**config.mk**
```make
export PLATFORM = sky130hd
export DESIGN_NAME = adc_conversion_sequencer
export DESIGN_NICKNAME = d
export VERILOG_FILES = /design/src/adc_seq_pkg.sv /design/src/tad_if.sv /design/src/adc_conversion_sequencer.sv /design/src/tad_divider.sv
export VERILOG_INCLUDE_DIRS = /design/src /design/src/src
export SDC_FILE = /design/constraint.sdc
export NUM_CORES = 1
export LEC_CHECK = 0
export ABC_AREA = 1
export BUFFER_PORTS_ARGS = -buffer_cell sky130_fd_sc_hd__buf_2
export CAP_MARGIN = 20
export CORE_ASPECT_RATIO = 1.1
export CORE_UTILIZATION = 45
export DETAILED_ROUTE_END_ITERATION = 12
export PLACE_DENSITY = 0.69
export SYNTH_ARGS = -nofsm -noshare
export SYNTH_HDL_FRONTEND = slang
export SYNTH_HIERARCHICAL = 1
export SYNTH_SLANG_ARGS = --single-unit
```
**constraint.sdc**
```tcl
create_clock -name clk_sys -period 3.7 [get_ports clk_sys]
set_clock_uncertainty 0.1 [all_clocks]
set_input_delay 0.555 -clock clk_sys [delete_from_list [all_inputs] [get_ports clk_sys]]
set_output_delay 0.555 -clock clk_sys [all_outputs]
set_load 0.02 [all_outputs]
```
**src/adc_seq_defines.svh**
```systemverilog
// register map, field positions, reset values and timing counts of the sequencer
`ifndef ADC_SEQ_DEFINES_SVH
`define ADC_SEQ_DEFINES_SVH

`define OFF_CONTROL 8'h00
`define OFF_RESULT_HIGH 8'h04
`define OFF_RESULT_LOW 8'h08
`define OFF_CLOCK_SEL 8'h0C
`define OFF_SYSTEM 8'h10

`define BIT_ENABLE 0
`define BIT_GO 1
`define BIT_JUSTIFY 7
`define BIT_REFSEL 6
`define CHAN_HI 4
`define CHAN_LO 2

`define CONTROL_RESET 8'h00
`define CLOCK_SEL_RESET 3'h0
`define CONTROL_WMASK 8'hDF

`define TAD_PER_CONV 4'hB
`define TAD_ABORT_WAIT 4'h2
`define RC_START_DELAY 8'h04
`define RC_HALF_DIV 8'h14

`endif

```
**src/adc_seq_pkg.sv**
```systemverilog
// types shared by the conversion sequencer
package adc_seq_pkg;
  typedef enum logic [2:0] {
    ST_IDLE = 3'b000,
    ST_RC_DELAY = 3'b001,
    ST_CONVERT = 3'b010,
    ST_ABORT_WAIT = 3'b011,
    ST_OFF = 3'b100
  } seq_state_t;
  typedef logic [7:0] byte_t;
endpackage : adc_seq_pkg

```
**src/tad_if.sv**
```systemverilog
// tick link between the sequencer and its conversion clock divider
`timescale 1ns/10ps
interface tad_if;
  logic run;
  logic [2:0] clockSel;
  logic tick;
  modport master (output run, output clockSel, input tick);
  modport divider (input run, input clockSel, output tick);
endinterface : tad_if

```
**src/adc_conversion_sequencer.sv**
```systemverilog
// apb-controlled sequencer of a 10-bit successive-approximation converter
//
// How it works
// - the converter is powered only while adc_enable is one
// - writing one to convert_go_busy starts a conversion on the selected channel
// - completion clears busy, sets done flag and loads the result pair
// - clearing busy early stops conversion and keeps the previous result
// - after a busy clear in conversion wait two bit periods, then acquisition resumes; a clear in the rc start delay returns at once
// - reset restores registers, powers off and ends any conversion
// - with internal rc clock the start is delayed one instruction cycle
// - in sleep with rc clock, wake on done if irq enabled, else shut off
// - other clocks: sleep aborts and powers off, adc_enable stays set
// - the special event trigger sets busy and resets timer one
// - control bit 7 selects right (1) or left (0) justification
// - control bit 6 selects the reference; bit 5 reads zero
// - control bits 4 to 2 select the input channel; 111 reserved
// - busy bit 1 reads one during conversion, hardware clears it
// - left justified: high holds bits 9..2, low bits 7..6 hold 1..0
// - right justified: high bits 1..0 hold 9..8, low holds 7..0
// - a full conversion takes eleven bit periods
// - clock select codes give /2../64 and x11 the internal rc clock
// - done flag is set on every completed conversion and cleared only by software or reset
`timescale 1ns/10ps
`include "adc_seq_defines.svh"
module adc_conversion_sequencer (
  input wire logic clk_sys,
  input wire logic resetn,
  input wire logic psel,
  input wire logic penable,
  input wire logic pwrite,
  input wire logic [7:0] paddr,
  input wire logic [31:0] pwdata,
  output logic [31:0] prdata,
  output logic pready,
  output logic pslverr,
  input wire logic [9:0] sampleCode,
  input wire logic specialEvent,
  input wire logic sleepActive,
  input wire logic irqEnable,
  output logic converterPowered,
  output logic [2:0] channelSelect,
  output logic referenceSelect,
  output logic acquiring,
  output logic timerOneReset,
  output logic wakeRequest,
  output logic doneFlag
);
  import adc_seq_pkg::*;

  // ----------------------------------------------------------------
  // register state
  // ----------------------------------------------------------------
  adc_seq_pkg::byte_t control;
  adc_seq_pkg::byte_t next_control;
  adc_seq_pkg::byte_t resultHigh;
  adc_seq_pkg::byte_t next_resultHigh;
  adc_seq_pkg::byte_t resultLow;
  adc_seq_pkg::byte_t next_resultLow;
  logic [2:0] clockSel;
  logic [2:0] next_clockSel;
  logic next_doneFlag;
  logic sleepOff;
  logic next_sleepOff;
  seq_state_t state;
  seq_state_t next_state;
  logic [3:0] tadCount;
  logic [3:0] next_tadCount;
  logic [7:0] delayCount;
  logic [7:0] next_delayCount;
  logic [9:0] sar;
  logic [9:0] next_sar;
  logic [31:0] next_prdata;
  logic next_pready;
  logic next_pslverr;
  logic next_timerOneReset;
  logic next_wakeRequest;
  logic next_acquiring;
  logic next_converterPowered;

  logic wrEn;
  logic rdEn;
  logic rcClock;
  logic goWrite;
  logic goClear;
  logic finish;

  tad_if tad ();

  tad_divider u_tad (
    .clk_sys(clk_sys),
    .resetn(resetn),
    .tad(tad)
  );

  assign tad.clockSel = clockSel;
  // the first abort-wait cycle holds the divider so both wait periods are whole
  assign tad.run = (state == ST_CONVERT)
                   || ((state == ST_ABORT_WAIT) && (delayCount != 8'h00));

  // ----------------------------------------------------------------
  // bus decode: one wait state, answer in the access cycle's second edge
  // ----------------------------------------------------------------
  assign wrEn = psel && penable && pwrite && !pready;
  assign rdEn = psel && penable && !pwrite && !pready;
  assign rcClock = (clockSel[1:0] == 2'b11);
  assign goWrite = wrEn && (paddr == `OFF_CONTROL) && pwdata[`BIT_GO]
                   && control[`BIT_ENABLE];
  assign goClear = wrEn && (paddr == `OFF_CONTROL) && !pwdata[`BIT_GO];
  assign finish = (state == ST_CONVERT) && tad.tick && (tadCount == `TAD_PER_CONV - 4'h1);

  // ----------------------------------------------------------------
  // control, results and sequencer
  // ----------------------------------------------------------------
  always_comb begin
    next_control = control;
    next_resultHigh = resultHigh;
    next_resultLow = resultLow;
    next_clockSel = clockSel;
    next_doneFlag = doneFlag;
    next_sleepOff = sleepOff;
    next_state = state;
    next_tadCount = tadCount;
    next_delayCount = delayCount;
    next_sar = sar;
    next_timerOneReset = 1'b0;
    next_wakeRequest = 1'b0;
    // register writes; busy is owned by the sequencer below
    if (wrEn) begin
      if (paddr == `OFF_CONTROL) begin
        next_control = (pwdata[7:0] & `CONTROL_WMASK & 8'hFD)
                       | (control & 8'h02);
      end else if (paddr == `OFF_CLOCK_SEL) begin
        next_clockSel = pwdata[2:0];
      end else if (paddr == `OFF_SYSTEM) begin
        if (pwdata[0]) begin
          next_doneFlag = 1'b0;
        end
      end
    end
    if (!next_control[`BIT_ENABLE]) begin
      next_sleepOff = 1'b0;
    end
    case (state)
      ST_IDLE, ST_OFF: begin
        if (control[`BIT_ENABLE] && !sleepOff && (goWrite || specialEvent)) begin
          next_control[`BIT_GO] = 1'b1;
          next_timerOneReset = specialEvent;
          next_tadCount = 4'h0;
          next_delayCount = 8'h00;
          next_sar = sampleCode;
          next_state = rcClock ? ST_RC_DELAY : ST_CONVERT;
        end
      end
      ST_RC_DELAY: begin
        next_delayCount = delayCount + 8'h01;
        if (delayCount == `RC_START_DELAY - 8'h01) begin
          next_state = ST_CONVERT;
        end
        if (goClear) begin
          next_control[`BIT_GO] = 1'b0;
          next_state = ST_IDLE;
        end
      end
      ST_CONVERT: begin
        if (tad.tick) begin
          next_tadCount = tadCount + 4'h1;
        end
        if (goClear) begin
          next_control[`BIT_GO] = 1'b0;
          next_tadCount = 4'h0;
          next_delayCount = 8'h00;
          next_state = ST_ABORT_WAIT;
        end else if (sleepActive && !rcClock) begin
          next_control[`BIT_GO] = 1'b0;
          next_sleepOff = 1'b1;
          next_tadCount = 4'h0;
          next_state = ST_IDLE;
        end else if (finish) begin
          next_control[`BIT_GO] = 1'b0;
          next_doneFlag = 1'b1;
          if (control[`BIT_JUSTIFY]) begin
            next_resultHigh = {6'h00, sar[9:8]};
            next_resultLow = sar[7:0];
          end else begin
            next_resultHigh = sar[9:2];
            next_resultLow = {sar[1:0], 6'h00};
          end
          next_tadCount = 4'h0;
          if (sleepActive) begin
            next_wakeRequest = irqEnable;
            next_sleepOff = !irqEnable;
          end
          next_state = ST_IDLE;
        end
      end
      ST_ABORT_WAIT: begin
        next_delayCount = 8'h01;
        if (tad.tick && (delayCount != 8'h00)) begin
          next_tadCount = tadCount + 4'h1;
          if (tadCount == `TAD_ABORT_WAIT - 4'h1) begin
            next_tadCount = 4'h0;
            next_state = ST_IDLE;
          end
        end
      end
      default: begin
        next_state = ST_IDLE;
      end
    endcase
    // a disabled converter ends everything
    if (!next_control[`BIT_ENABLE]) begin
      next_control[`BIT_GO] = 1'b0;
      next_state = ST_OFF;
    end else if (state == ST_OFF && next_state == ST_OFF) begin
      next_state = ST_IDLE;
    end
    // wake from sleep brings the converter back
    if (!sleepActive && sleepOff && !(state == ST_CONVERT)) begin
      next_sleepOff = 1'b0;
    end
  end

  assign next_converterPowered = next_control[`BIT_ENABLE] && !next_sleepOff;
  assign next_acquiring = next_converterPowered && (next_state == ST_IDLE);

  // ----------------------------------------------------------------
  // read data and slave answer
  // ----------------------------------------------------------------
  always_comb begin
    next_prdata = prdata;
    next_pready = psel && penable && !pready;
    next_pslverr = 1'b0;
    if (rdEn) begin
      if (paddr == `OFF_CONTROL) begin
        next_prdata = {24'h000000, control & `CONTROL_WMASK};
      end else if (paddr == `OFF_RESULT_HIGH) begin
        next_prdata = {24'h000000, resultHigh};
      end else if (paddr == `OFF_RESULT_LOW) begin
        next_prdata = {24'h000000, resultLow};
      end else if (paddr == `OFF_CLOCK_SEL) begin
        next_prdata = {29'h0000000, clockSel};
      end else if (paddr == `OFF_SYSTEM) begin
        next_prdata = {30'h0000000, sleepOff, doneFlag};
      end else begin
        next_prdata = 32'h00000000;
        next_pslverr = 1'b1;
      end
    end else if (wrEn) begin
      if ((paddr != `OFF_CONTROL) && (paddr != `OFF_CLOCK_SEL)
          && (paddr != `OFF_SYSTEM)) begin
        next_pslverr = 1'b1;
      end
    end
  end

  always_ff @(posedge clk_sys) begin
    if (!resetn) begin
      control <= `CONTROL_RESET;
      resultHigh <= 8'h00;
      resultLow <= 8'h00;
      clockSel <= `CLOCK_SEL_RESET;
      doneFlag <= 1'b0;
      sleepOff <= 1'b0;
      state <= ST_OFF;
      tadCount <= 4'h0;
      delayCount <= 8'h00;
      sar <= 10'h000;
      prdata <= 32'h00000000;
      pready <= 1'b0;
      pslverr <= 1'b0;
      timerOneReset <= 1'b0;
      wakeRequest <= 1'b0;
      acquiring <= 1'b0;
      converterPowered <= 1'b0;
      channelSelect <= 3'h0;
      referenceSelect <= 1'b0;
    end else begin
      control <= next_control;
      resultHigh <= next_resultHigh;
      resultLow <= next_resultLow;
      clockSel <= next_clockSel;
      doneFlag <= next_doneFlag;
      sleepOff <= next_sleepOff;
      state <= next_state;
      tadCount <= next_tadCount;
      delayCount <= next_delayCount;
      sar <= next_sar;
      prdata <= next_prdata;
      pready <= next_pready;
      pslverr <= next_pslverr;
      timerOneReset <= next_timerOneReset;
      wakeRequest <= next_wakeRequest;
      acquiring <= next_acquiring;
      converterPowered <= next_converterPowered;
      channelSelect <= next_control[`CHAN_HI:`CHAN_LO];
      referenceSelect <= next_control[`BIT_REFSEL];
    end
  end
endmodule : adc_conversion_sequencer

```
**src/tad_divider.sv**
```systemverilog
// bit period tick generator for every conversion clock selection
`timescale 1ns/10ps
`include "adc_seq_defines.svh"
module tad_divider (
  input wire logic clk_sys,
  input wire logic resetn,
  tad_if.divider tad
);
  import adc_seq_pkg::*;

  logic [7:0] count;
  logic [7:0] next_count;
  logic tick;
  logic next_tick;
  logic [7:0] limit;

  // one tad is 2,4,8,16,32,64 system clocks, or 21 system clocks for the internal rc codes
  always_comb begin
    case (tad.clockSel)
      3'h0: limit = 8'h01;
      3'h4: limit = 8'h03;
      3'h1: limit = 8'h07;
      3'h5: limit = 8'h0F;
      3'h2: limit = 8'h1F;
      3'h6: limit = 8'h3F;
      default: limit = `RC_HALF_DIV;
    endcase
  end

  always_comb begin
    next_tick = 1'b0;
    next_count = 8'h00;
    if (tad.run) begin
      if (count >= limit) begin
        next_tick = 1'b1;
      end else begin
        next_count = count + 8'h01;
      end
    end
  end

  always_ff @(posedge clk_sys) begin
    if (!resetn) begin
      count <= 8'h00;
      tick <= 1'b0;
    end else begin
      count <= next_count;
      tick <= next_tick;
    end
  end

  assign tad.tick = tick;
endmodule : tad_divider

```
==> summary.txt <==
Clock network
  • Post-CTS Resized: 0
  • Clock Sinks: 76
  • CTS tree: yes
  • CTS buffer count: 9
  • Hold-fix buffers, CTS: 0
  • CTS H-tree depth: 3
  • Clk slew on worst S/H paths: around 0.08 ns
  • Setup bufs post-CTS: 0
  • Clock tree root buffer cell: clkbuf_8
  • Max Root-Sink Buffers: 2
  • Clk_lat worst skew: 0.36 ns

Routing
  • Vias per cell: approximately 4.9
  • DR WL/cell: 12.2 um
  • Post-DRT Antenna Nets: 0
  • WL final: 9.05 mm
  • Via count: 3,613
  • DRT iter0 DRCs: ~140
  • Drt drc: 0
  • Drt pass-1 iters: 4

Floorplanning
  • Die Y: between 100 and 150 um
  • Chip width: ~94 um
  • I/O Pins: 101
  • Initial Util: between 40 and 50%
  • Die Area: around 10000 um2
  • Core Area: between 8000 and 9000 um2
  • Core Rows: 36

STA
  • Tmin final: 2.31 ns
  • Period utilization: between 60 and 70%
  • Final Hold Slack: between 0.3 and 0.4 ns
  • Final worst setup slack: ~1.4 ns
  • Slew @ Worst Pin: 0.775 ns
  • Final count of pins violating max slew: 0
  • FMAX: around 430 MHz
  • Final Hold Fails: 0
  • Setup violators final: 0
  • Max transition margin: between 40% and 50%
  • Final sum of negative setup slack: 0 ns
  • RSZ-0062 raised after global routing: false

Worst setup path
  • Setup CP Type: input port to flop
  • Element type at the critical path end: flop
  • Startpoint types: input port
  • CP required: approximately 3.9 ns
  • CP Data Arrival Time: between 2 and 2.5 ns
  • Worst-path fanout max: 22

Layout
  • Ant diodes: 0
  • Proportion of layout cells with a drive suffix above 1: about a fifth
  • Commonest non-fill, non-tap cell in the layout: nand2_1
  • Nets@finish: 694
  • Most frequent cells in the layout: nand2_1, dfxtp_1, inv_1, nor2_1, a21oi_1
  • Final core utilization: between 50% and 60%
  • # fillers: 897
  • Layout area overhead: 9.55%

Placement
  • Setup WS pre-CTS: around 1.1 ns
  • PortBufs: slightly above 50
  • GPL Wtd Cong: 0.848
  • Dpl hpwl: 6.80 mm

Yosys
  • Post-Synthesis Cells: between 500 and 600
  • #FFs+latches synth: 76
  • Unique cell type count in the Yosys netlist: 42
  • Avg Inst Size Synth: between 7 and 8 um2
  • Area of the mapped netlist: around 4200 um2
  • Yosys warning total: 6
  • Seq/Total Area, Yosys: about 36%

Job
  • Max-Cap Viols: 0

Hold path
  • Hold crit path type: input port to flop

Status
  • Status: completed

GRT
  • Initial antenna violation count: 0
  • First-pass GRT wire length: approximately 15 mm
  • Largest net degree at the start of global routing: 37
  • Vias in the first global route: 3,315
  • GRT Residual Overflow: 0
  • All-Layer GR Usage: between 20 and 25%

Power and ir drop
  • Power Density: 334 nW/um2
  • Max VDD drop: roughly 0.22 mV
  • Post-route total power: around 1.5 mW
  • LEAKAGE: between 1.5 and 2 nW
-- final cells by class --
| type | instances | area (um2) | share of cell area, % |
|---|---|---|---|
| repair buffers | 51 | 255 | 5.54 |
| well taps | 114 | 143 | 3.10 |
| inverters | 77 | 289 | 6.28 |
| flip-flops and latches | 76 | 1520 | 33.0 |
| clock inverters | 7 | 75.1 | 1.63 |
| multi-input cells | 405 | 2200 | 47.7 |
| clock buffers | 9 | 124 | 2.69 |
-- through the flow --
stage	area, um2	instances
CTS	4610	739
floorplan	4290	600
finish	4610	739
detailed placement	4410	723
global placement	4410	723
global route	4610	739
-- logic make-up (layout without fill, tap and decap cells) --
| logic type | after synthesis | after routing | share of synthesized area, % |
|---|---|---|---|
| buffers and inverters | 119 | 144 | 13.6 |
| other | 2 | 25 | 0.179 |
| xor gates and xnor gates | 8 | 8 | 1.67 |
| adders and majority gates | 16 | 16 | 4.76 |
| and+or+nand+nor | 244 | 244 | 27.7 |
| DFF | 76 | 76 | 36.2 |
| AOI/OAI and AO/OA | 112 | 112 | 16.0 |
-- path summary, 6_finish.rpt --
kind                            startpoint          to  slack (ns)  depth (start not counted)
worst max-delay path              paddr[1]   acquiring        1.39                         11
worst min register to register   prdata[3]   prdata[3]        0.37                          2
worst min-delay path             pwdata[4]  control[4]        0.35                          3
worst max register to register      pready   acquiring        1.52                         10
-- Yosys cell counts, drive strengths merged --
library cell / count / area (um2)
a211oi: 9 / 115
a21oi: 61 / 313
a22oi: 1 / 12.5
a31o: 1 / 8.76
and3: 1 / 6.26
buf: 34 / 251
clkbuf: 8 / 30.0
conb: 2 / 7.51
dfxtp: 76 / 1520
ha: 16 / 200
inv: 77 / 289
nand2: 116 / 460
nand3: 43 / 273
nand3b: 3 / 38.8
nand4: 5 / 31.3
nor2: 69 / 303
nor3: 3 / 26.3
nor4: 1 / 6.26
o211ai: 8 / 60.1
o21ai: 31 / 155
o22ai: 1 / 6.26
or2: 3 / 18.8
xnor2: 1 / 8.76
xor2: 7 / 61.3
-- registers in the layout (all words and copies together) (netlist names) --
name,flops
prdata,8
clockSel,3
converterPowered,1
timerOneReset,1
sleepOff,1
state,3
pready,1
control,4
channelSelect,2
doneFlag,1
resultLow,8
delayCount,8
u_tad/tad.tick,1
acquiring,1
tadCount,4
pslverr,1
resultHigh,8
referenceSelect,1
wakeRequest,1
u_tad/count,8
sar,10
-- metal layers --
| metal | vias to the layer above | wire length (um) | global-route usage [%] | share of wire [%] |
|---|---|---|---|---|
| met2 | 81 | 4610 | 35.6 | 51 |
| li1 | 1902 | - | - | - |
| met1 | 1620 | 3940 | 23.8 | 43 |
| met3 | 10 | 377 | 2.63 | 4.2 |
| met4 | 0 | 124 | 9.70 | 1.4 |
| met5 | - | 0 | 0 | 0 |
-- power by group --
group | total, mW | switching (mW) | internal [mW]
Sequential | 0.819 | 0.000649 | 0.819
Combinational | 0.0804 | 0.0597 | 0.0207
Clock | 0.639 | 0.324 | 0.315
-- worst max-delay path: stages --
cell	delay (ns)
buf_2	0.10
nor2_2	0.17
nand2_2	0.10
nor2_4	0.25
nand3_1	0.14
nand2_1	0.13
nand3_1	0.50
nor2_1	0.31
nor2_2	0.07
nand2_1	0.09
nor2_1	0.04
Power figures use the tool's default switching activity.
